--- src/smc_defs.svh ---
/*
 Constants for the sleep mode controller: mode codes, register offsets,
 field positions, reset values and timing counts.
 Assumes a 10 MHz system clock.
*/
`ifndef SMC_DEFS_SVH
`define SMC_DEFS_SVH

`define SMC_CLK_MHZ          10
`define SMC_MODE_IDLE        2'h0
`define SMC_MODE_NOISE       2'h1
`define SMC_MODE_PDOWN       2'h2
`define SMC_MODE_PSAVE       2'h3

`define SMC_ADDR_SLEEP_CTRL  12'h000
`define SMC_ADDR_CORE_CTRL   12'h004
`define SMC_ADDR_WAKE_CFG    12'h008
`define SMC_ADDR_STATUS      12'h00c

`define SMC_SE_BIT           0
`define SMC_SM_LO            1
`define SMC_BROWNOUT_OFF_IN_SLEEP_BIT         6
`define SMC_BROWNOUT_OFF_UNLOCK_BIT        5
`define SMC_AS0_BIT          0
`define SMC_GIE_BIT          1
`define SMC_EXT_IRQ_ZERO_LVL_BIT     2
`define SMC_EXT_IRQ_ONE_LVL_BIT     3
`define SMC_T0_OVF_EN_BIT    4
`define SMC_T0_CMP_EN_BIT    5
`define SMC_ADC_EN_BIT       6
`define SMC_SLEEP_CTRL_RST   8'h00
`define SMC_CORE_CTRL_RST    8'h00
`define SMC_WAKE_CFG_RST     8'h00

`define SMC_UNLOCK_WIN       3'h4
`define SMC_BROWNOUT_OFF_IN_SLEEP_DELAY       3'h3
`define SMC_BROWNOUT_OFF_IN_SLEEP_HOLD        3'h3
`define SMC_IRQ_HALT         16'h0004
`define SMC_BOD_WAKE_US      60
`define SMC_BOD_WAKE_CYC     16'(`SMC_BOD_WAKE_US * `SMC_CLK_MHZ)
`define SMC_STARTUP_UNIT     16'h0040

`endif

--- src/smc_pkg.sv ---
/*
 Types for the sleep mode controller.
 Assumes smc_defs.svh holds the numeric constants.
*/
package smc_pkg;
  typedef enum logic [1:0] {SMC_ACTIVE, SMC_SLEEP, SMC_WAKE} smc_state_t;
endpackage : smc_pkg

--- src/smc_sleep_ctrl.sv ---
/*
 Sleep mode controller: APB registers, sleep entry, clock domain gating,
 wake source filtering, brown-out disable sequence and wake-up delay.
 Assumes a core that pulses sleep_instr and waits on core_run, and a
 10 MHz sys_clk with active-low asynchronous nrst.
*/
// Chosen here: register access over APB and the register addresses.
`timescale 1ns/1ps
`include "smc_defs.svh"

module smc_sleep_ctrl (
  // Clock and reset
  input  wire logic        sys_clk,
  input  wire logic        nrst,
  // APB slave
  input  wire logic        psel,
  input  wire logic        penable,
  input  wire logic        pwrite,
  input  wire logic [11:0] paddr,
  input  wire logic [31:0] pwdata,
  output logic             pready,
  output logic [31:0]      prdata,
  output logic             pslverr,
  // Core handshake
  input  wire logic        sleep_instr,
  input  wire logic        irq_pending,
  output logic             core_run,
  // Wake sources
  input  wire logic        ext_irq_zero,
  input  wire logic        ext_irq_one,
  input  wire logic        pin_change,
  input  wire logic        wdt_event,
  input  wire logic        start_detect,
  input  wire logic        conv_done,
  input  wire logic        nvm_ready,
  input  wire logic        timer0_ovf,
  input  wire logic        timer0_cmp,
  input  wire logic        other_io_irq,
  input  wire logic [3:0]  clock_source_fuses,
  // Clock domain enables
  output logic             core_clock_domain,
  output logic             flash_clock_domain,
  output logic             io_clock_domain,
  output logic             converter_clock_domain,
  output logic             async_clock_domain,
  output logic             main_osc_en,
  output logic             timer0_osc_en,
  output logic             brownout_detector_en,
  output logic             conv_start
);

  ////////////////////////////////////////////////////////////////////////////
  // Registers and state
  logic [7:0]              sleep_control_reg;
  logic [7:0]              wake_cfg;
  logic                    brownout_off_in_sleep;
  logic [2:0]              unlock_cnt;
  logic [2:0]              brownout_off_in_sleep_cnt;
  logic                    brownout_off_in_sleep_active;
  smc_pkg::smc_state_t     state;
  logic [1:0]              mode;
  logic                    bod_was_off;
  logic [15:0]             wake_cnt;

  logic                    wr_en;
  logic                    rd_en;
  logic                    sleep_go;
  logic                    wake_req;
  logic [7:0]              core_wdata;
  logic                    deep_mode;

  assign wr_en      = psel && penable && pwrite;
  assign rd_en      = psel && penable && !pwrite;
  assign core_wdata = pwdata[7:0];
  assign sleep_go   = sleep_instr && sleep_control_reg[`SMC_SE_BIT] && state == smc_pkg::SMC_ACTIVE;
  assign deep_mode  = sleep_control_reg[`SMC_SM_LO+1];

  // Wake source filter per sleep mode
  function automatic logic wake_ok(input logic [1:0] m, input logic [7:0] cfg);
    logic lvl;
    logic t0;
    lvl = (ext_irq_zero && cfg[`SMC_EXT_IRQ_ZERO_LVL_BIT]) || (ext_irq_one && cfg[`SMC_EXT_IRQ_ONE_LVL_BIT]);
    t0  = cfg[`SMC_AS0_BIT] && cfg[`SMC_GIE_BIT] &&
          ((timer0_ovf && cfg[`SMC_T0_OVF_EN_BIT]) || (timer0_cmp && cfg[`SMC_T0_CMP_EN_BIT]));
    wake_ok = 1'b0;
    case (m)
      `SMC_MODE_IDLE: wake_ok = ext_irq_zero || ext_irq_one || pin_change || wdt_event || start_detect ||
                                conv_done || nvm_ready || timer0_ovf || timer0_cmp || other_io_irq;
      `SMC_MODE_NOISE: wake_ok = conv_done || wdt_event || start_detect || nvm_ready || lvl ||
                                 pin_change || timer0_ovf || timer0_cmp;
      `SMC_MODE_PDOWN: wake_ok = wdt_event || start_detect || lvl || pin_change;
      default: wake_ok = wdt_event || start_detect || lvl || pin_change || t0;
    endcase
  endfunction : wake_ok

  // Start-up delay from clock source code
  function automatic logic [15:0] startup_cycles(input logic [3:0] fuses);
    startup_cycles = `SMC_STARTUP_UNIT * {12'h000, fuses} + `SMC_IRQ_HALT;
  endfunction : startup_cycles

  assign wake_req = wake_ok(mode, wake_cfg);

  ////////////////////////////////////////////////////////////////////////////
  // APB slave, zero wait states
  always_ff @(posedge sys_clk or negedge nrst) begin
    if (!nrst) begin
      pready  <= 1'b0;
      pslverr <= 1'b0;
      prdata  <= 32'h0000_0000;
    end else begin
      pready  <= psel && !penable;
      pslverr <= 1'b0;
      if (psel && !penable && !pwrite) begin
        if (paddr == `SMC_ADDR_SLEEP_CTRL) begin
          prdata <= {24'h000000, sleep_control_reg};
        end else if (paddr == `SMC_ADDR_CORE_CTRL) begin
          prdata <= {24'h000000, 1'b0, brownout_off_in_sleep_active, 6'h00};
        end else if (paddr == `SMC_ADDR_WAKE_CFG) begin
          prdata <= {24'h000000, wake_cfg};
        end else if (paddr == `SMC_ADDR_STATUS) begin
          prdata <= {24'h000000, bod_was_off, mode, 3'h0, state};
        end else begin
          prdata <= 32'h0000_0000;
        end
      end
    end
  end

  logic unused_rd;
  assign unused_rd = rd_en;

  always_ff @(posedge sys_clk or negedge nrst) begin
    if (!nrst) begin
      sleep_control_reg <= `SMC_SLEEP_CTRL_RST;
      wake_cfg          <= `SMC_WAKE_CFG_RST;
    end else if (wr_en && pready) begin
      if (paddr == `SMC_ADDR_SLEEP_CTRL) begin
        sleep_control_reg <= {5'h00, pwdata[2:0]};
      end else if (paddr == `SMC_ADDR_WAKE_CFG) begin
        wake_cfg <= pwdata[7:0];
      end
    end
  end

  ////////////////////////////////////////////////////////////////////////////
  // Brown-out disable timed sequence
  always_ff @(posedge sys_clk or negedge nrst) begin
    if (!nrst) begin
      unlock_cnt <= 3'h0;
    end else if (wr_en && pready && paddr == `SMC_ADDR_CORE_CTRL &&
                 core_wdata[`SMC_BROWNOUT_OFF_IN_SLEEP_BIT] && core_wdata[`SMC_BROWNOUT_OFF_UNLOCK_BIT]) begin
      unlock_cnt <= `SMC_UNLOCK_WIN;
    end else if (unlock_cnt != 3'h0) begin
      unlock_cnt <= unlock_cnt - 3'h1;
    end
  end

  always_ff @(posedge sys_clk or negedge nrst) begin
    if (!nrst) begin
      brownout_off_in_sleep <= 1'b0;
      brownout_off_in_sleep_cnt              <= 3'h0;
      brownout_off_in_sleep_active           <= 1'b0;
    end else if (wr_en && pready && paddr == `SMC_ADDR_CORE_CTRL && unlock_cnt != 3'h0 &&
                 core_wdata[`SMC_BROWNOUT_OFF_IN_SLEEP_BIT] && !core_wdata[`SMC_BROWNOUT_OFF_UNLOCK_BIT]) begin
      brownout_off_in_sleep <= 1'b1;
      brownout_off_in_sleep_cnt              <= `SMC_BROWNOUT_OFF_IN_SLEEP_DELAY;
      brownout_off_in_sleep_active           <= 1'b0;
    end else if (brownout_off_in_sleep) begin
      if (brownout_off_in_sleep_cnt != 3'h0) begin
        brownout_off_in_sleep_cnt <= brownout_off_in_sleep_cnt - 3'h1;
      end else if (!brownout_off_in_sleep_active) begin
        brownout_off_in_sleep_active <= 1'b1;
        brownout_off_in_sleep_cnt    <= `SMC_BROWNOUT_OFF_IN_SLEEP_HOLD - 3'h1;
      end else begin
        brownout_off_in_sleep_active           <= 1'b0;
        brownout_off_in_sleep <= 1'b0;
      end
    end
  end

  ////////////////////////////////////////////////////////////////////////////
  // Sleep state machine; state is held, not cleared, across sleep
  always_ff @(posedge sys_clk or negedge nrst) begin
    if (!nrst) begin
      state       <= smc_pkg::SMC_ACTIVE;
      mode        <= `SMC_MODE_IDLE;
      bod_was_off <= 1'b0;
      wake_cnt    <= 16'h0000;
    end else begin
      case (state)
        smc_pkg::SMC_ACTIVE: begin
          if (sleep_go) begin
            state       <= smc_pkg::SMC_SLEEP;
            mode        <= sleep_control_reg[`SMC_SM_LO +: 2];
            bod_was_off <= brownout_off_in_sleep_active && deep_mode;
          end
        end
        smc_pkg::SMC_SLEEP: begin
          if (wake_req || irq_pending) begin
            state <= smc_pkg::SMC_WAKE;
            if (bod_was_off) begin
              wake_cnt <= `SMC_BOD_WAKE_CYC;
            end else if (mode[1]) begin
              wake_cnt <= startup_cycles(clock_source_fuses);
            end else begin
              wake_cnt <= `SMC_IRQ_HALT;
            end
          end
        end
        smc_pkg::SMC_WAKE: begin
          if (wake_cnt <= 16'h0001) begin
            state       <= smc_pkg::SMC_ACTIVE;
            bod_was_off <= 1'b0;
          end else begin
            wake_cnt <= wake_cnt - 16'h0001;
          end
        end
        default: state <= smc_pkg::SMC_ACTIVE;
      endcase
    end
  end

  ////////////////////////////////////////////////////////////////////////////
  // Clock domain gating, registered outputs
  always_ff @(posedge sys_clk or negedge nrst) begin
    if (!nrst) begin
      core_run               <= 1'b1;
      core_clock_domain      <= 1'b1;
      flash_clock_domain     <= 1'b1;
      io_clock_domain        <= 1'b1;
      converter_clock_domain <= 1'b1;
      async_clock_domain     <= 1'b1;
      main_osc_en            <= 1'b1;
      timer0_osc_en          <= 1'b1;
      brownout_detector_en   <= 1'b1;
    end else if (state == smc_pkg::SMC_SLEEP) begin
      core_run               <= 1'b0;
      core_clock_domain      <= 1'b0;
      flash_clock_domain     <= 1'b0;
      io_clock_domain        <= mode == `SMC_MODE_IDLE;
      converter_clock_domain <= !mode[1];
      async_clock_domain     <= mode != `SMC_MODE_PDOWN;
      main_osc_en            <= !mode[1];
      timer0_osc_en          <= mode != `SMC_MODE_PDOWN;
      brownout_detector_en   <= !bod_was_off;
    end else begin
      core_run               <= state == smc_pkg::SMC_ACTIVE;
      core_clock_domain      <= state == smc_pkg::SMC_ACTIVE;
      flash_clock_domain     <= state == smc_pkg::SMC_ACTIVE;
      io_clock_domain        <= 1'b1;
      converter_clock_domain <= 1'b1;
      async_clock_domain     <= 1'b1;
      main_osc_en            <= 1'b1;
      timer0_osc_en          <= 1'b1;
      brownout_detector_en   <= 1'b1;
    end
  end

  always_ff @(posedge sys_clk or negedge nrst) begin
    if (!nrst) begin
      conv_start <= 1'b0;
    end else begin
      conv_start <= sleep_go && !deep_mode && wake_cfg[`SMC_ADC_EN_BIT];
    end
  end

endmodule : smc_sleep_ctrl

--- config.mk ---
export PLATFORM = sky130hd
export DESIGN_NAME = smc_sleep_ctrl
export DESIGN_NICKNAME = d
export VERILOG_FILES = /design/src/smc_pkg.sv /design/src/smc_sleep_ctrl.sv
export VERILOG_INCLUDE_DIRS = /design/src
export SDC_FILE = /design/constraint.sdc
export NUM_CORES = 1
export LEC_CHECK = 0
export ABC_AREA = 1
export BUFFER_PORTS_ARGS = -buffer_cell sky130_fd_sc_hd__buf_4
export CORE_UTILIZATION = 55
export CTS_CLUSTER_SIZE = 12
export DETAILED_ROUTE_END_ITERATION = 12
export MAX_ROUTING_LAYER = met4
export PLACE_DENSITY = 0.86
export SKIP_CTS_REPAIR_TIMING = 1
export SYNTH_ARGS = -nofsm -noshare
export SYNTH_HDL_FRONTEND = slang
export SYNTH_SLANG_ARGS = --single-unit
--- constraint.sdc ---
create_clock -name sys_clk -period 2.35 [get_ports sys_clk]
set_input_delay 0.1175 -clock sys_clk [delete_from_list [all_inputs] [get_ports sys_clk]]
set_output_delay 0.1175 -clock sys_clk [all_outputs]
set_load 0.03 [all_outputs]
* Word-level counts from Yosys, hierarchy flattened
Cells that the tools add are included.
** Operators by class
- Add/sub/neg operators :: 4
- Order comparisons :: 1
- Equal/unequal tests :: 14
- Mux-type cells :: 35
- Bitwise gates (word level) :: 1
- Reduce and logical (&&, ||, !) cells :: 68
** Operators with widths (number)
- $mux 16 :: 2
- $mux 32 :: 1
- $pmux 16 s2 :: 1
- $eq 12x4->1 const B :: 2
- $mux 8 :: 3
- $logic_or 1x1->1 :: 23
- $logic_and 1x1->1 :: 22
- $mux 11 :: 2
- $mux 3 :: 6
- $le 16x1->1 const B :: 1
- $sub 16x1->16 const B :: 1
- $mux 1 :: 14
- $eq 12x3->1 const B :: 1
- $logic_not 12->1 :: 1
- $ne 2x2->1 const B :: 6
- $reduce_and 3->1 :: 4
- $add 10x3->11 const B :: 1
- $reduce_and 2->1 :: 4
- $reduce_bool 2->1 :: 4
- $logic_not 1->1 :: 6
- $mux 2 :: 3
- $pmux 2 s3 :: 1
- $reduce_bool 3->1 :: 2
- $sub 3x1->3 const B :: 2
- other kinds (7) :: 10
** Word-level totals
- Flip-flop bits (word level) :: 79
- Input port bits :: 65
- Output and inout port bits :: 44
- Word-level logic and storage cells :: 141

* Logic depth before layout (Yosys ltp)
Gate-level depths: netlist of run 1.
- Word-level depth :: 13
- Gate-level depth with buffers :: 11
- Gate-level depth less buffers :: 10

* Worst setup path after synthesis of run 1
No wires, ideal clock.
- Path kind :: reg2reg
- Start point :: register wake_cnt[0]
- End point :: register wake_cnt[8]
- Setup time :: 0.116 ns
- Arrival time :: 1.393 ns
- Data required time :: 2.234 ns
- Setup slack :: 0.840 ns
- Cell stages (with the launch flop) :: 10
- Cells stage by stage :: dfrtp_1 -> inv_1 -> ha_1 -> o21ai_0 -> nor2_1 -> nand3b_1 -> nand2_4 -> buf_4 -> nand3_1 -> nand2_1
** On the way
- Longest elaborated chain between the ends :: 3
- Elaborated cells on any way between the ends :: 6
- Those cells by class :: 1 x add/sub; 1 x order compare; 1 x eq/ne; 2 x mux; 1 x reduce/logical
** Ends and longest elaborated chain
- start: declaration :: line smc_sleep_ctrl.sv:63 : logic [15:0] wake_cnt;
- start signal: assignment :: line smc_sleep_ctrl.sv:202 : wake_cnt <= `SMC_BOD_WAKE_CYC;
- start signal: assignment :: line smc_sleep_ctrl.sv:204 : wake_cnt <= startup_cycles(clock_source_fuses);
- start signal: assignment :: line smc_sleep_ctrl.sv:206 : wake_cnt <= `SMC_IRQ_HALT;
- $sub 16x1->16 or $le 16x1->1 (tied branches) :: line smc_sleep_ctrl.sv:215, smc_sleep_ctrl.sv:211
- $mux 16 or $ne 2x2->1 (tied branches)
- $pmux 16 s2 or $reduce_and 3->1 (tied branches)
Parallel ways exist; a longest one is shown, timed or not. The select of a mux whose other input is x is not followed.
A chain may end at the register's enable or synchronous reset.

* Worst setup path after layout of run 1
- Start point :: register wake_cnt[0]
- End point :: register wake_cnt[3]
Same word-level chain as after synthesis.

==> flow_summary_export.csv, run 1 <==
group,metric,value,unit
sta,final.setup.worst_slack,519,ps
pwr,power_switching,1.59,mW
pwr,p_seq_share,36.3,%
yosys,synth_top_area_cell,"dfrtp_1",
finish,regMostFlops,"wake_cnt",
global_route,grt_antenna_before_repair,0,
floorplanning,die_height,79.3,um
sta,setup_tns,0,ps
sta,worst-slew-pin-transition,706,ps
cts,path_clk_slew,100,ps
finish,drive_gt1_share,17.7,%
floorplanning,core.rowCount,27,
yosys,synthFlopType,"dfrtp_1",
finish,reg.largest.list,"wake_cnt (16), prdata (8), wake_cfg (8)",
worst_setup_path,arrival,2040,ps
floorplanning,die_w,79.3,um
yosys,synth_top_area_share,38.0,%
run,drv_cap,0,
placed_design,place_congestion,0.918,
sta,max_freq,0.546,GHz
global_route,grt_start_max_net_pins,56,
yosys,syn-cell-area,3290,um2
yosys,synthCells,439,
yosys,syn_avg_cell_area,7.49,um2
cts,clock_path_buffers,2,
finish,nets,568,
yosys,synthTopCellsByCount,"130 x nand2_1, 50 x dfrtp_1, 50 x nor2_1, 48 x inv_1, 33 x buf_4",
detailed_routing,vias,2937,
sta,holdWs,22.2,ps
yosys,synth-seq-cells,55,
global_route,grt_pass1_wl,12500,um
sta,finalSetupViolations,0,
cts,cts_tree,"done",
finish,largest_register_ffs,16,
worst_setup_path,critPathLaunchType,"flop",
pwr,p_leak,2.08,nW
pwr,p_clk_share,20.3,%
yosys,synth_edf_count,0,
pwr,power_density,973,nW/um2
cts,cts.htree.levels,2,
detailed_routing,wl,7400,um
yosys,synth.area.top_cells,"dfrtp_1 38%, nand2_1 15%, buf_4 7.5%, nor2_1 5.7%, inv_1 5.5%",
floorplanning,core-area,5640,um2
placed_design,preCtsSetupSlack,560,ps
detailed_routing,drt_iter0_drc,176,
yosys,synth_async_sr_flop_share,100,%
pwr,p_int,2.12,mW
worst_setup_path,cp_max_fo,19,
detailed_routing,via_per_inst,5.15,
global_route,grtUsageTotal,26.4,%
sta,finalMaxSlewViolations,0,
cts,cts_inserted_buffers,5,
placed_design,hpwlAfterDp,5420,um
yosys,ys.warnings.count,0,
placed_design,portBuffers,59,
global_route,grt_pass1_vias,2886,
sta,finClkSkew,9.20,ps
sta,hold_violations,0,
worst_setup_path,setup.worst_path.class,"reg2reg",
pwr,ir_drop,554,uV
yosys,yosysUniqueCellTypes,36,
finish,num_antenna_cells,0,
pwr,swShare,42.9,%
floorplanning,start_util,58.3,%
yosys,synth_most_common_cell,"nand2_1",
sta,rsz0062_at_grt,"no",
floorplanning,dieArea,6290,um2
yosys,synth-seq-area-share,42.0,%
detailed_routing,detail_route.wl_per_cell,13.0,um
finish,syn_to_final_growth,15.9,%
cts,clock_latency,310,ps
cts,clkSinkCount,55,
detailed_routing,drtAntennaViolNets,0,
finish,nFillCells,461,
pwr,power_frac_comb,43.4,%
finish,post-route-util,67.6,%
floorplanning,ios,109,
detailed_routing,first_pass_iters,5,
global_route,globalRoute.totalOverflow,0,
cts,clock-root-buffer,"clkbuf_8",
worst_setup_path,cp-end-kind,"flop",
status,status,"finished, final reports clean",
worst_hold_path,hold_path.class,"in2reg",
worst_setup_path,worst-endpoint-required,2550,ps
sta,relSlewSlack,52.9,%
detailed_routing,route.detailed.drc,0,
sta,finalCriticalPeriod,1830,ps
sta,period_share,77.9,%
kinds of logic after synthesis:
kind of cell,count (synthesis),share of synthesized area [%]
other cells,1,0.114
fa+ha+maj,6,2.28
compound gates,47,7.91
xor+xnor,10,2.66
buf+inv,85,13.7
flops,55,42.0
simple gates,235,31.3
critical path, stage by stage (launching register included):
cell and delay, ps:
dfrtp_1 430, inv_1 110, ha_1 220, o21ai_0 110
nor2_1 110, nand3b_1 170, nand2_4 250, nand2_4 170
nand2_1 100, nand2_1 60
metrics by stage:
stage	instances	total power [mW]	area [um2]
final	570	3.71	3810
after global routing	570	3.98	3810
after CTS	567	3.69	3780
after detailed placement	559	2.94	3650
after global placement	559	2.87	3650
after floorplan	463	2.62	3380
worst paths after layout:
| kind | cells after the start | start | slack, ps | end |
|---|---|---|---|---|
| hold / removal | 3 | pwdata[0] | 20 | sleep_control_reg[0]$_DFFE_PN0P_ |
| min in group asynchronous | 2 | nrst | 390 | wake_cnt[3]$_DFFE_PN0P_ |
| setup / recovery | 9 | wake_cnt[0]$_DFFE_PN0P_ | 520 | wake_cnt[3]$_DFFE_PN0P_ |
| setup reg to reg | 9 | wake_cnt[0]$_DFFE_PN0P_ | 520 | wake_cnt[3]$_DFFE_PN0P_ |
| hold reg to reg | 1 | bod_was_off$_DFFE_PN0P_ | 490 | brownout_detector_en$_DFF_PN1_ |
| max in group asynchronous | 2 | nrst | 1500 | wake_cnt[1]$_DFFE_PN0P_ |
layer usage:
metal | track usage (%) | wire [um] | part of all wire, %
met1 | 29.6 | 2990 | 40
met2 | 46.8 | 3920 | 53
met3 | 5.52 | 409 | 5.5
met4 | 8.55 | 87 | 1.2
met5 | - | 0 | 0
final cells by class:
cell class                 count  area, um2  area share, %
multi-input combinational    323       1550           40.6
timing repair buffer          62        473           12.4
sequential                    55       1380           36.3
clock inverter                 2       60.1           1.58
tap                           72       90.1           2.36
inverter                      50        188           4.92
clock buffer                   6       72.6           1.90
power by group through the flow:
stage	clock, mW	combinational [mW]	sequential, mW
after floorplan	0	1.27	1.35
after global placement	0	1.52	1.35
after detailed placement	0	1.58	1.36
after CTS	0.754	1.60	1.34
after global routing	0.808	1.81	1.37
final	0.752	1.61	1.35
layout by cell type, fill, tap and decap left out, types with 4 or more instances in the layout:
| cell | n |
|---|---|
| clkbuf_8 | 5 |
| nand3_1 | 27 |
| conb_1 | 25 |
| nor2_1 | 50 |
| nor2_2 | 6 |
| dfrtp_1 | 50 |
| inv_1 | 48 |
| a21oi_1 | 7 |
| buf_4 | 59 |
| dfstp_2 | 5 |
| nand2_1 | 130 |
| o21ai_0 | 25 |
| nor3_1 | 6 |
| xor2_1 | 8 |
| ha_1 | 6 |
| o22ai_1 | 4 |
(Power assumes the default switching activity.)
==> run 2, diff against run 1 <==
CORE_UTILIZATION = 46   (was 55)
PLACE_DENSITY = 0.77   (was 0.86)
clock period = 1.6 ns   (was 2.35 ns; I/O delays follow)
==> run 2 against run 1 <==
  * The flow now finishes with violations (negative hold slack)
  * Worst setup slack got worse by 510 ps
  * Cell area rose by 11%
  * Clock power rose by 31%
  * Global-route usage fell by 5.7 points
  * Sequential share of layout area fell by 3.4 points
  * First-iteration DRC count fell by 25%
  * Worst hold slack got worse by 32 ps
  * Wire length rose by 1.9%
  * Via count rose by 1.8%
  * Register-to-register slack got worse by 510 ps
  * Sequential power rose by 46%
  * Largest cell class unchanged
  * Largest power group unchanged
==> flow_summary_export.csv, run 2 (same netlist as run 1, synthesis figures left out) <==
group,metric,value,unit
pwr,power_density,1440,nW/um2
sta,finalSetupViolations,0,
floorplanning,core-area,6870,um2
worst_setup_path,critPathLaunchType,"flop",
finish,nFillCells,627,
sta,relSlewSlack,54.3,%
global_route,grtUsageTotal,20.7,%
finish,drive_gt1_share,25.9,%
detailed_routing,detail_route.wl_per_cell,12.1,um
sta,finClkSkew,9.68,ps
placed_design,hpwlAfterDp,5420,um
cts,clkSinkCount,55,
finish,layout_common_cells,"124 x nand2_1, 74 x buf_4, 47 x dfrtp_1, 46 x inv_1, 46 x nor2_1",
sta,worst-slew-pin-transition,686,ps
worst_hold_path,hold_path.class,"in2reg",
finish,largest_register_ffs,16,
worst_setup_path,worst-endpoint-required,1810,ps
floorplanning,ios,109,
cts,clock-root-buffer,"clkbuf_8",
worst_setup_path,regToRegStartpoint,"wake_cnt[1]$_DFFE_PN0P_",
status,status,"finished with violations",
detailed_routing,wl,7540,um
finish,final_common_cell,"nand2_1",
placed_design,portBuffers,59,
status,failed_checks,"negative hold slack",
cts,cts_tree,"done",
cts,cts_inserted_buffers,5,
detailed_routing,drt_iter0_drc,132,
pwr,ir_drop,643,uV
worst_setup_path,rr_worst_depth,9,
worst_setup_path,cp_max_fo,7,
global_route,grt_antenna_before_repair,0,
finish,nets,595,
sta,hold_violations,1,
finish,syn_to_final_growth,28.1,%
pwr,p_leak,2.22,nW
sta,holdWs,-9.59,ps
finish,final_cell_area,4210,um2
sta,rsz0062_at_grt,"yes",
cts,path_clk_slew,110,ps
detailed_routing,via_per_inst,4.81,
floorplanning,dieArea,7490,um2
global_route,grt_start_max_net_pins,56,
cts,clock_path_buffers,2,
placed_design,place_congestion,0.876,
finish,reg.largest.list,"wake_cnt (16), prdata (8), wake_cfg (8)",
sta,max_freq,0.627,GHz
run,drv_cap,0,
global_route,globalRoute.totalOverflow,0,
worst_setup_path,timing.rr.end,"wake_cnt[3]$_DFFE_PN0P_",
worst_setup_path,endpoint,"wake_cnt[3]$_DFFE_PN0P_",
worst_setup_path,reg2reg_slack,6,ps
global_route,grt_pass1_vias,2744,
detailed_routing,vias,2989,
finish,num_antenna_cells,0,
worst_setup_path,arrival,1800,ps
placed_design,place_area,3810,um2
worst_setup_path,worstSetupStartpoint,"wake_cnt[1]$_DFFE_PN0P_",
sta,period_share,99.6,%
detailed_routing,route.detailed.drc,0,
global_route,grt_pass1_wl,11900,um
floorplanning,die_height,86.6,um
floorplanning,die_w,86.6,um
worst_setup_path,cp-end-kind,"flop",
floorplanning,start_util,47.9,%
cts,clock_latency,310,ps
floorplanning,core.rowCount,30,
worst_setup_path,setup.worst_path.class,"reg2reg",
sta,finalCriticalPeriod,1590,ps
cts,cts.htree.levels,2,
sta,finalMaxSlewViolations,0,
finish,regMostFlops,"wake_cnt",
detailed_routing,drtAntennaViolNets,0,
detailed_routing,first_pass_iters,4,
## run 2: final cells by class
type | instances | area [um2] | share of cell area, %
Multi-Input combinational cell | 325 | 1680 | 39.9
Sequential cell | 55 | 1390 | 32.9
Timing Repair Buffer | 87 | 717 | 17.0
Inverter | 50 | 188 | 4.46
Tap cell | 96 | 120 | 2.85
Clock buffer | 5 | 68.8 | 1.63
Clock inverter | 3 | 50.0 | 1.19
## run 2: report_power, final
group          switching [mW]  leakage, nW  total (mW)  internal (mW)
Combinational            1.86         1.50        3.11           1.25
Clock                   0.502       0.0607       0.986          0.484
Sequential              0.278        0.658        1.97           1.69
Total                    2.64         2.22        6.07           3.42
## run 2: worst min path at each step
stage	endpoint	startpoint	slack [ps]	depth (start not counted)
global placement	wake_cnt[12]$_DFFE_PN0P_	nrst	180	1
floorplan	bod_was_off$_DFFE_PN0P_	nrst	-220	0
finish	wake_cfg[6]$_DFFE_PN0P_	pwdata[6]	-10	3
detailed placement	wake_cnt[5]$_DFFE_PN0P_	nrst	180	1
CTS	wake_cnt[11]$_DFFE_PN0P_	nrst	-170	1
global route	wake_cfg[6]$_DFFE_PN0P_	pwdata[6]	30	3
## run 2: per-layer routing
| layer | track usage, % | share of wire (%) | vias up |
|---|---|---|---|
| li1 | - | - | 1501 |
| met1 | 23.6 | 43 | 1412 |
| met2 | 36.6 | 53 | 69 |
| met3 | 4.76 | 2.8 | 7 |
| met4 | 5.91 | 0.99 | 0 |
| met5 | - | 0 | - |
## run 2: per-stage QoR
| stage | worst slack (ps) | total power [mW] | utilization (%) | setup TNS (ps) | cells |
|---|---|---|---|---|---|
| after floorplan | 90.5 | 3.85 | - | 0 | 463 |
| after global placement | 53.1 | 4.54 | 55.5 | 0 | 597 |
| after detailed placement | 41.2 | 4.62 | 55.5 | 0 | 597 |
| after CTS | 14.3 | 5.62 | 57.2 | 0 | 605 |
| after global routing | -91.6 | 6.52 | 61.3 | -1200 | 621 |
| final | 5.76 | 6.07 | 61.3 | 0 | 621 |
## run 2: critical path: stages (launching register included)
cell and delay (ps):
dfrtp_1 420, inv_2 110, ha_4 150, o21ai_2 50, nor2_1 100, nand3b_1 180, nand2_4 220, nand2_4 120
nand2_1 90, nand2_1 50
==> run 3, diff against run 2 <==
CORE_MARGIN = 10   (was unset)
CORE_UTILIZATION = 45   (was 46)
PLACE_DENSITY = 0.75   (was 0.77)
==> run 3 against run 2 <==
  * The run ends with negative hold slack, negative setup slack left
  * Maximum frequency down 2.0%
  * Die area increased by 49%
  * Core utilization down 1.9 points
  * Wire length is 9.6% higher
  * Non-clock buffer count is 6 higher
  * Critical path depth is the same
  * Via count is 1.0% higher
  * Cell area is 1.2% higher
  * Highest routed layer unchanged
==> flow_summary_export.csv, run 3 (same netlist as run 1, synthesis figures left out) <==
group,metric,value,unit
status,status,"finished with violations",
status,failed_checks,"negative hold slack, negative setup slack",
cts,cts_tree,"done",
cts,clock-root-buffer,"clkbuf_8",
worst_setup_path,critPathLaunchType,"flop",
floorplanning,ios,109,
placed_design,preCtsSetupSlack,9.20,ps
worst_setup_path,rr_worst_depth,9,
floorplanning,core.rowCount,31,
finish,multi_input_area,1710,um2
cts,clock_path_buffers,2,
detailed_routing,route.detailed.drc,0,
cts,clock_latency,320,ps
worst_setup_path,timing.rr.end,"wake_cnt[9]$_DFFE_PN0P_",
finish,num_antenna_cells,0,
detailed_routing,wl,8260,um
finish,final_common_cell,"nand2_1",
placed_design,place_congestion,0.908,
worst_setup_path,max_stage_delay,430,ps
detailed_routing,first_pass_iters,4,
pwr,p_leak,2.25,nW
worst_setup_path,arrival,1850,ps
finish,drive_gt1_share,26.5,%
finish,post-route-util,59.4,%
worst_hold_path,hold_path.class,"in2reg",
worst_setup_path,cp-end-kind,"flop",
cts,path_clk_slew,110,ps
worst_setup_path,worst-endpoint-required,1830,ps
worst_setup_path,regToRegStartpoint,"wake_cnt[0]$_DFFE_PN0P_",
pwr,power_density,1410,nW/um2
floorplanning,core-area,7180,um2
finish,nFillCells,652,
worst_setup_path,reg2reg_slack,-30,ps
sta,final.setup.worst_slack,-26.0,ps
cts,clkSinkCount,55,
cts,cts_inserted_buffers,5,
pwr,ir_drop,624,uV
sta,relSlewSlack,54.7,%
sta,finClkSkew,11.6,ps
finish,layout_common_cells,"129 x nand2_1, 81 x buf_4, 49 x dfrtp_1, 47 x nor2_1, 46 x inv_1",
worst_setup_path,cp_slowest_cell,"dfrtp_1",
sta,rsz0062_at_grt,"yes",
floorplanning,die_w,105,um
global_route,grt_start_max_net_pins,56,
finish,largest_register_ffs,16,
placed_design,hpwlAfterDp,5980,um
floorplanning,dieArea,11100,um2
detailed_routing,drt_iter0_drc,91,
global_route,grt_pass1_wl,13200,um
detailed_routing,via_per_inst,4.78,
finish,regMostFlops,"wake_cnt",
global_route,grt_pass1_vias,2931,
finish,nets,602,
finish,seqCellArea,1380,um2
finish,final_cells,631,
sta,worst-slew-pin-transition,680,ps
worst_setup_path,endpoint,"wake_cnt[9]$_DFFE_PN0P_",
placed_design,place_inst,600,
worst_setup_path,setup.worst_path.class,"reg2reg",
sta,hold_violations,1,
worst_setup_path,cp_max_fo,7,
worst_setup_path,worstSetupStartpoint,"wake_cnt[0]$_DFFE_PN0P_",
cts,cts.htree.levels,2,
global_route,grt_antenna_before_repair,0,
finish,reg.largest.list,"wake_cnt (16), prdata (8), wake_cfg (8)",
detailed_routing,drtAntennaViolNets,0,
worst_setup_path,crit_path_cell_trace,"buf_6, ha_4, o21ai_2, nor2_1, nand3b_1, nand2_4, buf_12, nand3_2, nand2_1",
floorplanning,start_util,45.8,%
finish,syn_to_final_growth,29.6,%
sta,finalSetupViolations,13,
placed_design,portBuffers,59,
detailed_routing,vias,3019,
placed_design,place_area,3810,um2
sta,finalCriticalPeriod,1630,ps
sta,max_freq,0.615,GHz
sta,finalMaxSlewViolations,0,
sta,holdWs,-19.0,ps
detailed_routing,detail_route.wl_per_cell,13.1,um
floorplanning,die_height,105,um
sta,period_share,102,%
run,drv_cap,0,
global_route,globalRoute.totalOverflow,0,
finish,final_cell_area,4260,um2
global_route,grtUsageTotal,14.3,%
## run 3: cell count changes in the layout (fill, tap and decap cells not counted), moves of 2 or more
cell,previous run,this run
buf_4,74,81
nand3_2,6,13
nand3_1,20,14
nand2_1,124,129
nand2_2,8,3
dfrtp_1,47,49
dfrtp_2,3,1
o21ai_0,23,21
## run 3: area by class of cell
cell class              instances  share of cell area [%]
multi-input cells             326                    40.2
flip-flops and latches         55                    32.5
repair buffers                 93                    17.6
inverters                      50                    4.40
well taps                      99                    2.91
clock buffers                   5                    1.61
clock inverters                 3                   0.793
## run 3: critical path, delay by kind of cell, from the launching register on
kind | cells | cell delay [ps]
and+or+nand+nor | 5 | 520
DFF | 1 | 430
buffers and inverters | 2 | 320
adders and majority gates | 1 | 150
AOI/OAI and AO/OA | 1 | 140
## run 3: routing by layer
metal,part of all wire (%),track usage (%)
met1,42,15.9
met2,50,24.3
met3,6.4,4.38
met4,1.4,3.97
met5,0,-
## run 3: per-stage QoR
stage          hold WS [ps]  power, mW  TNS [ps]
6_report              -19.0       5.99      -204
5_1_grt                4.83       6.44     -1120
4_1_cts                -188       5.48     -49.8
3_5_place_dp            170       4.63         0
3_3_place_gp            171       4.56         0
2_1_floorplan          -216       3.85         0
## run 3: worst min path at each step
stage	from	endpoint	slack, ps	cells after the start
after floorplan	nrst	bod_was_off$_DFFE_PN0P_	-220	0
after global placement	nrst	wake_cnt[4]$_DFFE_PN0P_	170	1
after detailed placement	nrst	wake_cnt[4]$_DFFE_PN0P_	170	1
after CTS	nrst	brownout_off_in_sleep_cnt[0]$_DFFE_PN0P_	-190	1
after global routing	pwdata[6]	wake_cfg[6]$_DFFE_PN0P_	5	3
final	pwdata[6]	wake_cfg[6]$_DFFE_PN0P_	-20	3
## run 3: power by group
group | internal (mW) | switching [mW]
sequential | 1.69 | 0.267
clock | 0.331 | 0.526
combinational | 1.27 | 1.91
total | 3.29 | 2.70
